[src/core/iah_pkg.sv]
package iah_pkg;

    ////////////////////////////////////////////////////////////////////////////////
    // timing
    localparam int CLK_PERIOD_NS     = 5;
    localparam int T_ADDR_SETUP_NS   = 35;
    localparam int T_AS_HIGH_NS      = 40;
    localparam int T_AS_LOW_NS       = 40;
    localparam int T_DATA_HOLD_NS    = 25;
    localparam int ADDR_SETUP_CYC    = (T_ADDR_SETUP_NS + CLK_PERIOD_NS - 1) / CLK_PERIOD_NS;
    localparam int AS_HIGH_CYC       = (T_AS_HIGH_NS + CLK_PERIOD_NS - 1) / CLK_PERIOD_NS;
    localparam int AS_LOW_CYC        = (T_AS_LOW_NS + CLK_PERIOD_NS - 1) / CLK_PERIOD_NS;
    localparam int DATA_HOLD_CYC     = (T_DATA_HOLD_NS + CLK_PERIOD_NS - 1) / CLK_PERIOD_NS;
    localparam int TIMEOUT_CYC_DEF   = 12800;
    localparam int CNT_W             = 16;

    ////////////////////////////////////////////////////////////////////////////////
    // read widths
    localparam logic [1:0] WID_BYTE  = 2'h0;
    localparam logic [1:0] WID_DBL   = 2'h1;
    localparam logic [1:0] WID_QUAD  = 2'h2;

    ////////////////////////////////////////////////////////////////////////////////
    // line group and bus
    localparam int NUM_LINES         = 7;
    localparam int LINE_LO_DEF       = 1;
    localparam int LINE_HI_DEF       = 7;
    localparam int DATA_W            = 32;
    localparam logic [2:0] CODE_NONE = 3'h0;

    typedef enum logic [2:0] {
        IAH_IDLE, IAH_REQ, IAH_SETUP, IAH_WAIT_ACK, IAH_HOLD, IAH_GAP
    } iah_state_e;

endpackage : iah_pkg

[src/core/iah_sync.sv]
`timescale 1ns/10ps
`default_nettype none
module iah_sync #(
    parameter int          WIDTH = 1,
    parameter logic [WIDTH-1:0] RST_VAL = '0
) (
    input  wire logic             clk,
    input  wire logic             rst,
    input  wire logic [WIDTH-1:0] din,
    output logic      [WIDTH-1:0] dout
);

    logic [WIDTH-1:0] meta_q;
    logic [WIDTH-1:0] meta_d;
    logic [WIDTH-1:0] sync_q;
    logic [WIDTH-1:0] sync_d;

    always_comb begin
        meta_d = din;
        sync_d = meta_q;
    end

    always_ff @(posedge clk) begin
        if (rst) begin
            meta_q <= RST_VAL;
            sync_q <= RST_VAL;
        end else begin
            meta_q <= meta_d;
            sync_q <= sync_d;
        end
    end

    assign dout = sync_q;

endmodule : iah_sync
`default_nettype wire

[src/core/iah_handler.sv]
`timescale 1ns/10ps
`default_nettype none
module iah_handler
    import iah_pkg::*;
#(
    parameter int LINE_LO     = LINE_LO_DEF,
    parameter int LINE_HI     = LINE_HI_DEF,
    parameter int TIMEOUT_CYC = TIMEOUT_CYC_DEF
) (
    input  wire logic              MCLK,
    input  wire logic              RESET,
    // user side
    input  wire logic [7:1]        LINE_ENABLE,
    input  wire logic [1:0]        READ_WIDTH,
    output logic      [DATA_W-1:0] STATUS_ID,
    output logic      [2:0]        STATUS_LEVEL,
    output logic                   STATUS_VALID,
    output logic                   STATUS_ERROR,
    // requester side
    output logic                   BUS_REQ,
    input  wire logic              BUS_GRANT,
    output logic                   BUS_DONE,
    // backplane pins
    input  wire logic [7:1]        IRQ_N,
    input  wire logic              DTACK_N,
    input  wire logic              BERR_N,
    input  wire logic [DATA_W-1:0] D_IN,
    output logic      [3:1]        A_OUT,
    output logic                   IACK_N,
    output logic                   AS_N,
    output logic                   DS0_N,
    output logic                   DS1_N,
    output logic                   LWORD_N,
    output logic                   WRITE_N,
    output logic                   DTB_OE,
    output logic                   IACK_CHAIN_N
);

    ////////////////////////////////////////////////////////////////////////////////
    // pin synchronisers
    logic [7:1]        irq_n_s;
    logic [2:0]        ctl_s;
    logic [DATA_W-1:0] d_s;
    logic              dtack_n_s;
    logic              berr_n_s;
    logic              grant_s;

    iah_sync #(.WIDTH(7), .RST_VAL(7'h7F)) u_sync_irq (
        .clk  (MCLK),
        .rst  (RESET),
        .din  (IRQ_N),
        .dout (irq_n_s)
    );

    iah_sync #(.WIDTH(3), .RST_VAL(3'h3)) u_sync_ctl (
        .clk  (MCLK),
        .rst  (RESET),
        .din  ({BUS_GRANT, BERR_N, DTACK_N}),
        .dout (ctl_s)
    );

    iah_sync #(.WIDTH(DATA_W), .RST_VAL(32'h00000000)) u_sync_data (
        .clk  (MCLK),
        .rst  (RESET),
        .din  (D_IN),
        .dout (d_s)
    );

    assign dtack_n_s = ctl_s[0];
    assign berr_n_s  = ctl_s[1];
    assign grant_s   = ctl_s[2];

    ////////////////////////////////////////////////////////////////////////////////
    // priority pick within the group
    logic [2:0] pick_code;
    logic       pick_valid;

    always_comb begin
        pick_code  = CODE_NONE;
        pick_valid = 1'b0;
        for (int i = 1; i <= NUM_LINES; i++) begin
            if (i >= LINE_LO && i <= LINE_HI && LINE_ENABLE[i] && !irq_n_s[i]) begin
                pick_code  = 3'(i);
                pick_valid = 1'b1;
            end
        end
    end

    ////////////////////////////////////////////////////////////////////////////////
    // acknowledge sequencer
    iah_state_e        state_q,  state_d;
    logic [CNT_W-1:0]  cnt_q,    cnt_d;
    logic [CNT_W-1:0]  tmo_q,    tmo_d;
    logic [2:0]        code_q,   code_d;
    logic [1:0]        wid_q,    wid_d;
    logic              req_q,    req_d;
    logic              done_q,   done_d;
    logic              oe_q,     oe_d;
    logic              iack_q,   iack_d;
    logic              as_q,     as_d;
    logic              ds0_q,    ds0_d;
    logic              ds1_q,    ds1_d;
    logic              lword_q,  lword_d;
    logic              chain_q,  chain_d;
    logic [DATA_W-1:0] sid_q,    sid_d;
    logic [2:0]        lvl_q,    lvl_d;
    logic              valid_q,  valid_d;
    logic              err_q,    err_d;
    logic              acked_q,  acked_d;

    always_comb begin
        state_d = state_q;
        cnt_d   = cnt_q;
        tmo_d   = tmo_q;
        code_d  = code_q;
        wid_d   = wid_q;
        req_d   = req_q;
        done_d  = 1'b0;
        oe_d    = oe_q;
        iack_d  = iack_q;
        as_d    = as_q;
        ds0_d   = ds0_q;
        ds1_d   = ds1_q;
        lword_d = lword_q;
        chain_d = iack_q;
        sid_d   = sid_q;
        lvl_d   = lvl_q;
        valid_d = 1'b0;
        err_d   = 1'b0;
        acked_d = acked_q;
        unique case (state_q)
            IAH_IDLE: begin
                if (pick_valid && !grant_s) begin
                    req_d   = 1'b1;
                    state_d = IAH_REQ;
                end
            end
            IAH_REQ: begin
                // a lost grant race just keeps the request standing
                if (grant_s) begin
                    code_d  = pick_valid ? pick_code : code_q;
                    wid_d   = (READ_WIDTH == WID_QUAD) ? WID_QUAD :
                              (READ_WIDTH == WID_DBL) ? WID_DBL : WID_BYTE;
                    oe_d    = 1'b1;
                    iack_d  = 1'b0;
                    lword_d = (READ_WIDTH != WID_QUAD);
                    cnt_d   = '0;
                    state_d = pick_valid ? IAH_SETUP : IAH_GAP;
                    if (!pick_valid) begin
                        oe_d   = 1'b0;
                        iack_d = 1'b1;
                    end
                end
            end
            IAH_SETUP: begin
                // selection portion: code and acknowledge settle before the strobes
                if (cnt_q >= CNT_W'(ADDR_SETUP_CYC) && dtack_n_s && berr_n_s) begin
                    as_d    = 1'b0;
                    ds0_d   = 1'b0;
                    ds1_d   = (wid_q == WID_BYTE);
                    cnt_d   = '0;
                    tmo_d   = '0;
                    acked_d = 1'b0;
                    state_d = IAH_WAIT_ACK;
                end else begin
                    cnt_d = cnt_q + CNT_W'(1);
                end
            end
            IAH_WAIT_ACK: begin
                // only the acknowledge or the timeout ends the strobes, never their own order
                if (cnt_q != CNT_W'(AS_LOW_CYC)) begin
                    cnt_d = cnt_q + CNT_W'(1);
                end
                tmo_d = tmo_q + CNT_W'(1);
                if (!dtack_n_s || !berr_n_s) begin
                    acked_d = 1'b1;
                end
                if (tmo_q >= CNT_W'(TIMEOUT_CYC - 1) || !berr_n_s) begin
                    err_d   = 1'b1;
                    lvl_d   = code_q;
                    cnt_d   = '0;
                    state_d = IAH_GAP;
                    as_d    = 1'b1;
                    ds0_d   = 1'b1;
                    ds1_d   = 1'b1;
                    iack_d  = 1'b1;
                end else if (acked_q && cnt_q >= CNT_W'(AS_LOW_CYC)) begin
                    cnt_d   = '0;
                    state_d = IAH_HOLD;
                end
            end
            IAH_HOLD: begin
                // strobes stay low while the Status/ID settles
                cnt_d = cnt_q + CNT_W'(1);
                if (cnt_q >= CNT_W'(DATA_HOLD_CYC)) begin
                    unique case (wid_q)
                        WID_QUAD: sid_d = d_s;
                        WID_DBL:  sid_d = {16'h0000, d_s[15:0]};
                        default:  sid_d = {24'h000000, d_s[7:0]};
                    endcase
                    lvl_d   = code_q;
                    valid_d = 1'b1;
                    as_d    = 1'b1;
                    ds0_d   = 1'b1;
                    ds1_d   = 1'b1;
                    iack_d  = 1'b1;
                    cnt_d   = '0;
                    state_d = IAH_GAP;
                end
            end
            IAH_GAP: begin
                // strobes high long enough before the bus is handed back
                cnt_d = cnt_q + CNT_W'(1);
                if (cnt_q >= CNT_W'(AS_HIGH_CYC)) begin
                    oe_d    = 1'b0;
                    lword_d = 1'b1;
                    req_d   = 1'b0;
                    done_d  = 1'b1;
                    state_d = IAH_IDLE;
                end
            end
            default: state_d = IAH_IDLE;
        endcase
    end

    always_ff @(posedge MCLK) begin
        if (RESET) begin
            state_q <= IAH_IDLE;
            cnt_q   <= '0;
            tmo_q   <= '0;
            code_q  <= CODE_NONE;
            wid_q   <= WID_BYTE;
            req_q   <= 1'b0;
            done_q  <= 1'b0;
            oe_q    <= 1'b0;
            iack_q  <= 1'b1;
            as_q    <= 1'b1;
            ds0_q   <= 1'b1;
            ds1_q   <= 1'b1;
            lword_q <= 1'b1;
            chain_q <= 1'b1;
            sid_q   <= 32'h00000000;
            lvl_q   <= CODE_NONE;
            valid_q <= 1'b0;
            err_q   <= 1'b0;
            acked_q <= 1'b0;
        end else begin
            state_q <= state_d;
            cnt_q   <= cnt_d;
            tmo_q   <= tmo_d;
            code_q  <= code_d;
            wid_q   <= wid_d;
            req_q   <= req_d;
            done_q  <= done_d;
            oe_q    <= oe_d;
            iack_q  <= iack_d;
            as_q    <= as_d;
            ds0_q   <= ds0_d;
            ds1_q   <= ds1_d;
            lword_q <= lword_d;
            chain_q <= chain_d;
            sid_q   <= sid_d;
            lvl_q   <= lvl_d;
            valid_q <= valid_d;
            err_q   <= err_d;
            acked_q <= acked_d;
        end
    end

    ////////////////////////////////////////////////////////////////////////////////
    // outputs
    assign STATUS_ID    = sid_q;
    assign STATUS_LEVEL = lvl_q;
    assign STATUS_VALID = valid_q;
    assign STATUS_ERROR = err_q;
    assign BUS_REQ      = req_q;
    assign BUS_DONE     = done_q;
    assign A_OUT        = code_q;
    assign IACK_N       = iack_q;
    assign AS_N         = as_q;
    assign DS0_N        = ds0_q;
    assign DS1_N        = ds1_q;
    assign LWORD_N      = lword_q;
    assign WRITE_N      = 1'b1 | oe_q;
    assign DTB_OE       = oe_q;
    assign IACK_CHAIN_N = chain_q;

endmodule : iah_handler
`default_nettype wire

[config.mk]
export PLATFORM = sky130hd
export DESIGN_NAME = iah_handler
export DESIGN_NICKNAME = d
export VERILOG_FILES = /design/src/core/iah_pkg.sv /design/src/core/iah_sync.sv /design/src/core/iah_handler.sv
export SDC_FILE = /design/constraint.sdc
export NUM_CORES = 1
export LEC_CHECK = 0
export ABC_CLOCK_PERIOD_IN_PS = 2800
export BUFFER_PORTS_ARGS = -buffer_cell sky130_fd_sc_hd__buf_2
export CAP_MARGIN = 40
export CORE_MARGIN = 2
export CORE_UTILIZATION = 45
export DETAILED_ROUTE_END_ITERATION = 10
export PLACE_DENSITY = 0.66
export SLEW_MARGIN = 20
export SYNTH_ARGS = -nofsm -noshare
export SYNTH_HDL_FRONTEND = slang
export SYNTH_SLANG_ARGS = --single-unit
[constraint.sdc]
create_clock -name MCLK -period 2.8 [get_ports MCLK]
set_clock_uncertainty 0.1 [all_clocks]
set_input_delay 0.28 -clock MCLK [delete_from_list [all_inputs] [get_ports MCLK]]
set_output_delay 0.28 -clock MCLK [all_outputs]
set_load 0.005 [all_outputs]
# [After elaboration in Yosys (flattened, before gate mapping)]
# Index checks and enable logic that the tools add are counted.
[op_classes] n_addsub=2 multipliers=0 div_mod_pow=0 magnitude_cmp=4 eq_ne=20 n_shift=0 n_mux=61 bitwise_logic=3 reduce_logical=47
[ops] op="$mux 16" count=7
[ops] op="$pmux 16 s5" count=1
[ops] op="$pmux 32 s2" count=1
[ops] op="$mux 3" count=14
[ops] op="$add 16x1->16 const B" count=2
[ops] op="$ge 16x3->1 const B" count=2
[ops] op="$pmux 16 s2" count=1
[ops] op="$mux 1" count=25
[ops] op="$pmux 3 s6" count=1
[ops] op="$reduce_and 3->1" count=6
[ops] op="$ge 16x14->1 const B" count=1
[ops] op="$ge 16x4->1 const B" count=1
[ops] op="$ne 16x4->1 const B" count=1
[ops] op="$ne 2x2->1 const B" count=7
[ops] op="$logic_and 1x1->1" count=11
[ops] op="$logic_not 1->1" count=10
[ops] op="$pmux 1 s3" count=3
[ops] op="$pmux 1 s2" count=4
[ops] op="$reduce_and 4->1" count=2
[ops] op="$reduce_bool 2->1" count=4
[ops] op="$eq 3x2->1 const B" count=2
[ops] op="$eq 3x3->1 const B" count=2
[ops] op="$mux 2" count=3
[ops] op="$pmux 3 s2" count=1
[ops] op="15 further kinds" count=25
[totals] ff_bits=170 latchBits=0 mem_bits_rw=0 mem_bits_ro=0 inputBits=53 mem_count=0

# [Logic depth before layout (Yosys ltp)]
# Gate-level depths: netlist of the first run.
[depth] word_depth=12 ltp_mapped=10 depth_no_buf=9

# [Hierarchy]
# A second synthesis of the first run with hierarchy kept.
[unflattened] hier_cells=653 hier_area_um2=6478.7
[modules_own_cells] module="iah_handler" n_inst=1 cells_per_inst=477 area_per_inst_um2=4023.9 seq_area_each_um2=1721.7
[modules_own_cells] module="iah_sync at u_sync_data" n_inst=1 cells_per_inst=135 area_per_inst_um2=1918.1 seq_area_each_um2=1281.2
[modules_own_cells] module="iah_sync at u_sync_irq" n_inst=1 cells_per_inst=29 area_per_inst_um2=379.1 seq_area_each_um2=280.3
[modules_own_cells] module="iah_sync at u_sync_ctl" n_inst=1 cells_per_inst=12 area_per_inst_um2=157.7 seq_area_each_um2=120.1

# [Worst setup path after synthesis of the first run]
# Ideal clock, no wire load.
[synth_path] path_kind="reg2reg" start="register tmo_q[14]" end="register cnt_q[10]" setup_ns=0.093 t_arrival_ns=2.307 setup_slack_ns=0.300 path_stages_with_launch=9 n_path_buf=1 synth_period_minus_slack_ns=2.500 cell_sequence="dfxtp_1 > or3b_1 > or4_4 > nor4_2 > o32ai_1 > a211oi_4 > nand2b_2 > buf_6 > o311ai_2"
[synth_via] elab_chain_len=4 elab_cells_between_ends=6 cone_classes="order compare: 1; eq/ne: 1; mux: 2; reduce/logical: 2"
[synth_lines] element="start: declaration" line="iah_handler.sv:93" rtl="logic [CNT_W-1:0] tmo_q, tmo_d;"
[synth_lines] element="start signal: assignment" line="iah_handler.sv:250" rtl="tmo_q <= tmo_d;"
[synth_lines] element="$ge 16x14->1 (*)" line="iah_handler.sv:178" rtl="if (tmo_q >= CNT_W'(TIMEOUT_CYC - 1) || !berr_n_s) begin"
[synth_lines] element="$logic_or 1x1->1 (*)" line="iah_handler.sv:178"
[synth_lines] element="$mux 16 / $ne 4x4->1 (equally long branches)"
[synth_lines] element="$pmux 16 s5 / $reduce_and 3->1 (equally long branches)"
[synth_lines] element="end signal: assignment" line="iah_handler.sv:249" rtl="cnt_q <= cnt_d;"
[synth_lines] element="end: declaration" line="iah_handler.sv:92" rtl="logic [CNT_W-1:0] cnt_q, cnt_d;"
# Every way passes the cells marked *; elsewhere a longest branch is shown, timed or not.
# A chain may end at the register's enable or synchronous reset.

# [Worst setup path after layout of the first run]
[layout_path] start="register tmo_q[14]" end="register cnt_q[5]"
# Same word-level chain as after synthesis.

==> impl_metrics.toml, run 1 <==
[run_status]
status = "finished, violations left"
failed_checks = "hold timing"

[global_routing]
grt_usage = 0.191
overflow = 0
grt_pass1_wl_um = 22600
grt_pass1_vias = 4888
grt_antenna_before_repair = 0
grt_max_degree = 72

[cts]
cts_setup_buffers = 0
root_buffer = "clkbuf_16"
cts_tree = "yes"
path_clk_slew_ps = 60
h-tree-depth = 4
clk_latency_ps = 420
cts_made_buffers = 17
cts_max_path_buffers = 2
cts_sinks = 170

[drt]
dr.pass1.iters = 5
routed_via_density = 5.17
wirelength_um = 13800
drtAntennaViolNets = 0
vias = 5119
drt_iter0_markers = 317
drc = 0
wl_per_cell_um = 13.9

[power]
p_comb_frac = 0.051
total_power_w = 0.00508
clock_power_share = 0.457
max-vdd-ir-drop_v = 0.000464
p_sw_w = 0.00114
p_leak_nw = 3.13
p_seq_frac = 0.492
p_per_area_nw_per_um2 = 639
p_sw_frac = 0.225
internal_power_w = 0.00394

[place]
portBuffers = 101
dp_hpwl_um = 8930
gp_congestion = 0.873

[finish]
final_cell_mix = "170 x dfxtp_1, 100 x buf_2, 74 x nor2b_1"
regArea_sq_um = 3400
nNetsFinal = 860
syn_to_final_growth_pct = 26.5
drive_gt1_frac = 0.231
nFillCells = 1189
n_antenna_cell = 0
utilization = 0.577
mostFrequentLayoutCell = "dfxtp_1"
multi_input_area_sq_um = 2670

[die]
die_y_um = 122
start_util = 0.456
dieArea_sq_um = 14900
die_w_um = 122
core_sq_um = 13800
row_count = 43
boundaryPins = 103

[yosys]
avgSynthCellArea_sq_um = 9.48
ys_top_cells_by_area = "dfxtp_1 54%, nor2b_1 7.4%, nand2_1 3.8%"
yosysSeqAreaShare = 0.542
ys.flop_type = "dfxtp_1"
yosys_warnings = 0
syn_inst = 663
synth_cell_types = 63
ys_seq_elements = 170
synth_top_area_share = 0.542
synth_edf_count = 0
synth_area_sq_um = 6280
postSynthNetCount = 725
async_flop_share = 0
yosysTopAreaCell = "dfxtp_1"

[sta]
finalCritPeriodShare = 0.940
setup_viol = 0
max_slew_margin = 0.555
worstMarginPinSlew_ps = 666
whs_ps = -7.34
grt_setup_unrepaired = "no"
post-route-min-period_ps = 2630
hold_violations = 1
maxSlewViolCount = 0
tns_ps = 0
fmax_ghz = 0.380

[setup_path]
cp.required_ps = 3010
end_kind = "register"
path_max_fanout = 14
critPathLaunchType = "register"
crit_type = "register to register"
cp.arrival_ps = 2850

[job]
max-cap-violations = 0

[hold_path]
hold_class = "input port to register"
[worst max-delay path: stages (launching register included)]
cell and delay [ps]:
dfxtp_1 330, or3b_1 410, or4_4 450, nor4_2 240
o32ai_1 200, a211oi_4 310, nand2b_4 180, o311ai_1 310
[cell usage after synthesis, types with 9 or more instances]
| master | count |
|---|---|
| a21oi_1 | 47 |
| a22o_1 | 16 |
| clkbuf_1 | 32 |
| dfxtp_1 | 170 |
| ha_1 | 9 |
| inv_1 | 12 |
| nand2_1 | 63 |
| nand2b_1 | 10 |
| nand3_1 | 30 |
| nor2_1 | 39 |
| nor2b_1 | 74 |
| nor3_1 | 12 |
| o21ai_0 | 13 |
| or2_2 | 26 |
[routing by layer]
layer | track usage | vias to the layer above | routed length [um]
li1 | - | 2559 | -
met1 | 0.228 | 2389 | 6000
met2 | 0.329 | 151 | 6960
met3 | 0.0548 | 20 | 600
met4 | 0.0697 | 0 | 199
met5 | 0 | - | 0
[power by group through the flow]
| stage | registers (W) | clock network [W] | logic (W) |
|---|---|---|---|
| after CTS | 0.00250 | 0.00237 | 0.000255 |
| after global routing | 0.00250 | 0.00247 | 0.000288 |
| after detailed placement | 0.00255 | 0 | 0.000214 |
| after global placement | 0.00255 | 0 | 0.000209 |
| after floorplan | 0.00255 | 0 | 0.000147 |
| final | 0.00250 | 0.00233 | 0.000259 |
[repair_timing]
action                                 4_1_cts  5_1_grt
setup endpoints to repair                    0        8
endpoints found under the hold margin       38        0
hold buffers                                38        0
gates resized for setup                      0        1
[logic make-up (layout without fill, tap and decap cells)]
kind of cell	after synthesis	after routing	share of synthesized area
mux	4	4	0.00657
buf+inv	52	200	0.0340
compound gates	130	130	0.146
flops	170	170	0.542
simple gates	297	297	0.253
fa+ha+maj	9	9	0.0179
other cells	1	1	0.000597
[stage by stage]
step	worst slack (ps)	cell area, sq um	hold WS [ps]	cells
finish	168	7950	-7.34	991
global route	8.87	7950	13.6	991
CTS	95.8	7950	7.72	991
detailed placement	135	6970	294	921
global placement	237	6970	291	920
floorplan	300	6280	284	663
[path summary, 6_finish.rpt]
check                            start                     end  slack [ps]  depth (start not counted)
hold / removal                D_IN[25]  u_sync_data.meta_q[25]          -7                          2
hold reg to reg   u_sync_irq.meta_q[2]      u_sync_irq.dout[2]         300                          1
setup / recovery             tmo_q[14]                cnt_q[5]         170                          7
setup reg to reg             tmo_q[14]                cnt_q[5]         170                          7
[state kept, by name, summed over array words and instances (netlist names), 2 cells and up]
register            flops
STATUS_ID              32
u_sync_data.dout       32
u_sync_data.meta_q     32
cnt_q                  16
tmo_q                  16
u_sync_irq.dout         7
u_sync_irq.meta_q       7
A_OUT                   3
STATUS_LEVEL            3
state_q                 3
u_sync_ctl.dout         3
u_sync_ctl.meta_q       3
wid_q                   2
[cell type report]
cell class | instances | share of cell area
clock buffers | 20 | 0.0587
inverters | 13 | 0.00614
flip-flops and latches | 170 | 0.428
repair buffers | 155 | 0.127
multi-input cells | 441 | 0.336
well taps | 180 | 0.0283
clock inverters | 12 | 0.0160
No activity file was read; power rests on OpenSTA's default activity.
==> inputs of run 2 (changes only) <==
ABC_CLOCK_PERIOD_IN_PS = 2900   (was 2800)
clock period = 2.9 ns   (was 2.8 ns; I/O delays follow)
==> impl_metrics.toml, run 2 (synthesized netlist as in run 1, its figures left out) <==
[finish]
nFillCells = 1196
mostFrequentLayoutCell = "dfxtp_1"
nNetsFinal = 857
drive_gt1_frac = 0.223
n_antenna_cell = 0
multi_input_area_sq_um = 2670
regArea_sq_um = 3400
final_cell_mix = "170 x dfxtp_1, 100 x buf_2, 74 x nor2b_1"
syn_to_final_growth_pct = 26.1

[die]
row_count = 43
dieArea_sq_um = 14900
die_y_um = 122
start_util = 0.456
boundaryPins = 103
die_w_um = 122
core_sq_um = 13800

[drt]
wl_per_cell_um = 13.3
wl_met2_um = 6530
drc = 0
wirelength_um = 13100
wl_met3_um = 526
drtAntennaViolNets = 0
vias = 5010
top_layer_used = "met4"
dr.pass1.iters = 4
drt_iter0_markers = 341
routed_via_density = 5.08
met1_length_um = 5860

[setup_path]
cp.arrival_ps = 2930
worstRegToRegCells = 7
critPathLaunchType = "register"
cp.required_ps = 3110
end_kind = "register"
path_max_fanout = 14
crit_type = "register to register"

[cts]
cts_made_buffers = 17
cts_sinks = 170
root_buffer = "clkbuf_16"
cts_tree = "yes"
clk_latency_ps = 420
path_clk_slew_ps = 60
h-tree-depth = 4
cts_max_path_buffers = 2
cts_setup_buffers = 0

[global_routing]
grt_pass1_wl_um = 21400
overflow = 0
grt_antenna_before_repair = 0
grt_max_degree = 74
grt_pass1_vias = 4627
grt_usage = 0.181

[sta]
post-route-min-period_ps = 2710
maxSlewViolCount = 0
setup_viol = 0
finalCritPeriodShare = 0.935
worstMarginPinSlew_ps = 715
whs_ps = 6.31
tns_ps = 0
grt_setup_unrepaired = "no"
fmax_ghz = 0.369
max_slew_margin = 0.522
hold_violations = 0

[power]
p_per_area_nw_per_um2 = 621
p_leak_nw = 3.10
max-vdd-ir-drop_v = 0.000391

[place]
portBuffers = 101
dp_hpwl_um = 8760
gp_congestion = 0.866

[hold_path]
hold_depth = 2
hold_class = "input port to register"

[run_status]
status = "finished, final reports clean"

[job]
max-cap-violations = 0
==> run 2: cell types whose count changed in the layout (fill, tap and decap cells not counted), sizes merged <==
cell,change
inv,-4
buf,-3
clkinvlp,+1
clkbuf,+2
bufinv,+2
clkinv,-2
==> run 2: final timing paths <==
kind	from	to	slack, ps
min reg2reg	u_sync_ctl.meta_q[0]	u_sync_ctl.dout[0]	300
max reg2reg	tmo_q[14]	cnt_q[6]	190
min	D_IN[24]	u_sync_data.meta_q[24]	6
max	tmo_q[14]	cnt_q[6]	190
==> run 2: critical path, stage by stage (launching register included) <==
cell and delay, ps:
dfxtp_1 340, or3b_1 400, or4_4 450, nor4_2 230
o32ai_1 200, a211oi_4 280, nand2b_2 260, o311ai_1 350
==> run 2: cell type report <==
cell class,count,share of cell area
multi-input cells,441,0.337
well taps,180,0.0284
flip-flops and latches,170,0.429
clock inverters,9,0.0175
repair buffers,152,0.124
inverters,13,0.00616
clock buffers,22,0.0573
==> run 2: per-layer routing <==
metal  vias to the layer above  global-route usage
met3                        17              0.0473
met5                         -                   0
met2                        94               0.308
met1                      2350               0.220
met4                         0              0.0690
li1                       2549                   -
==> run 2: what timing repair did <==
item / in CTS / in global routing
resized for setup: 0 / 1
hold buffers: 38 / 0
setup endpoints to repair: 0 / 1
endpoints found under the hold margin: 38 / 0
==> run 2: power by group <==
group          leakage, nW  internal, W  total [W]  switching (W)
logic                 1.43     0.000130   0.000245       0.000115
registers             1.39      0.00240    0.00241      0.0000172
clock network        0.283      0.00138    0.00227       0.000885
total                 3.10      0.00391    0.00493        0.00102
==> run 2: per-stage QoR <==
stage / total power, W / instance area, sq um / std cells / setup slack, ps / util
floorplan: 0.00260 / 6280 / 663 / 400 / -
global placement: 0.00266 / 6940 / 917 / 342 / 0.504
detailed placement: 0.00267 / 6950 / 918 / 224 / 0.505
CTS: 0.00496 / 7920 / 987 / 185 / 0.575
global route: 0.00510 / 7930 / 987 / 44.2 / 0.575
finish: 0.00493 / 7930 / 987 / 188 / 0.575
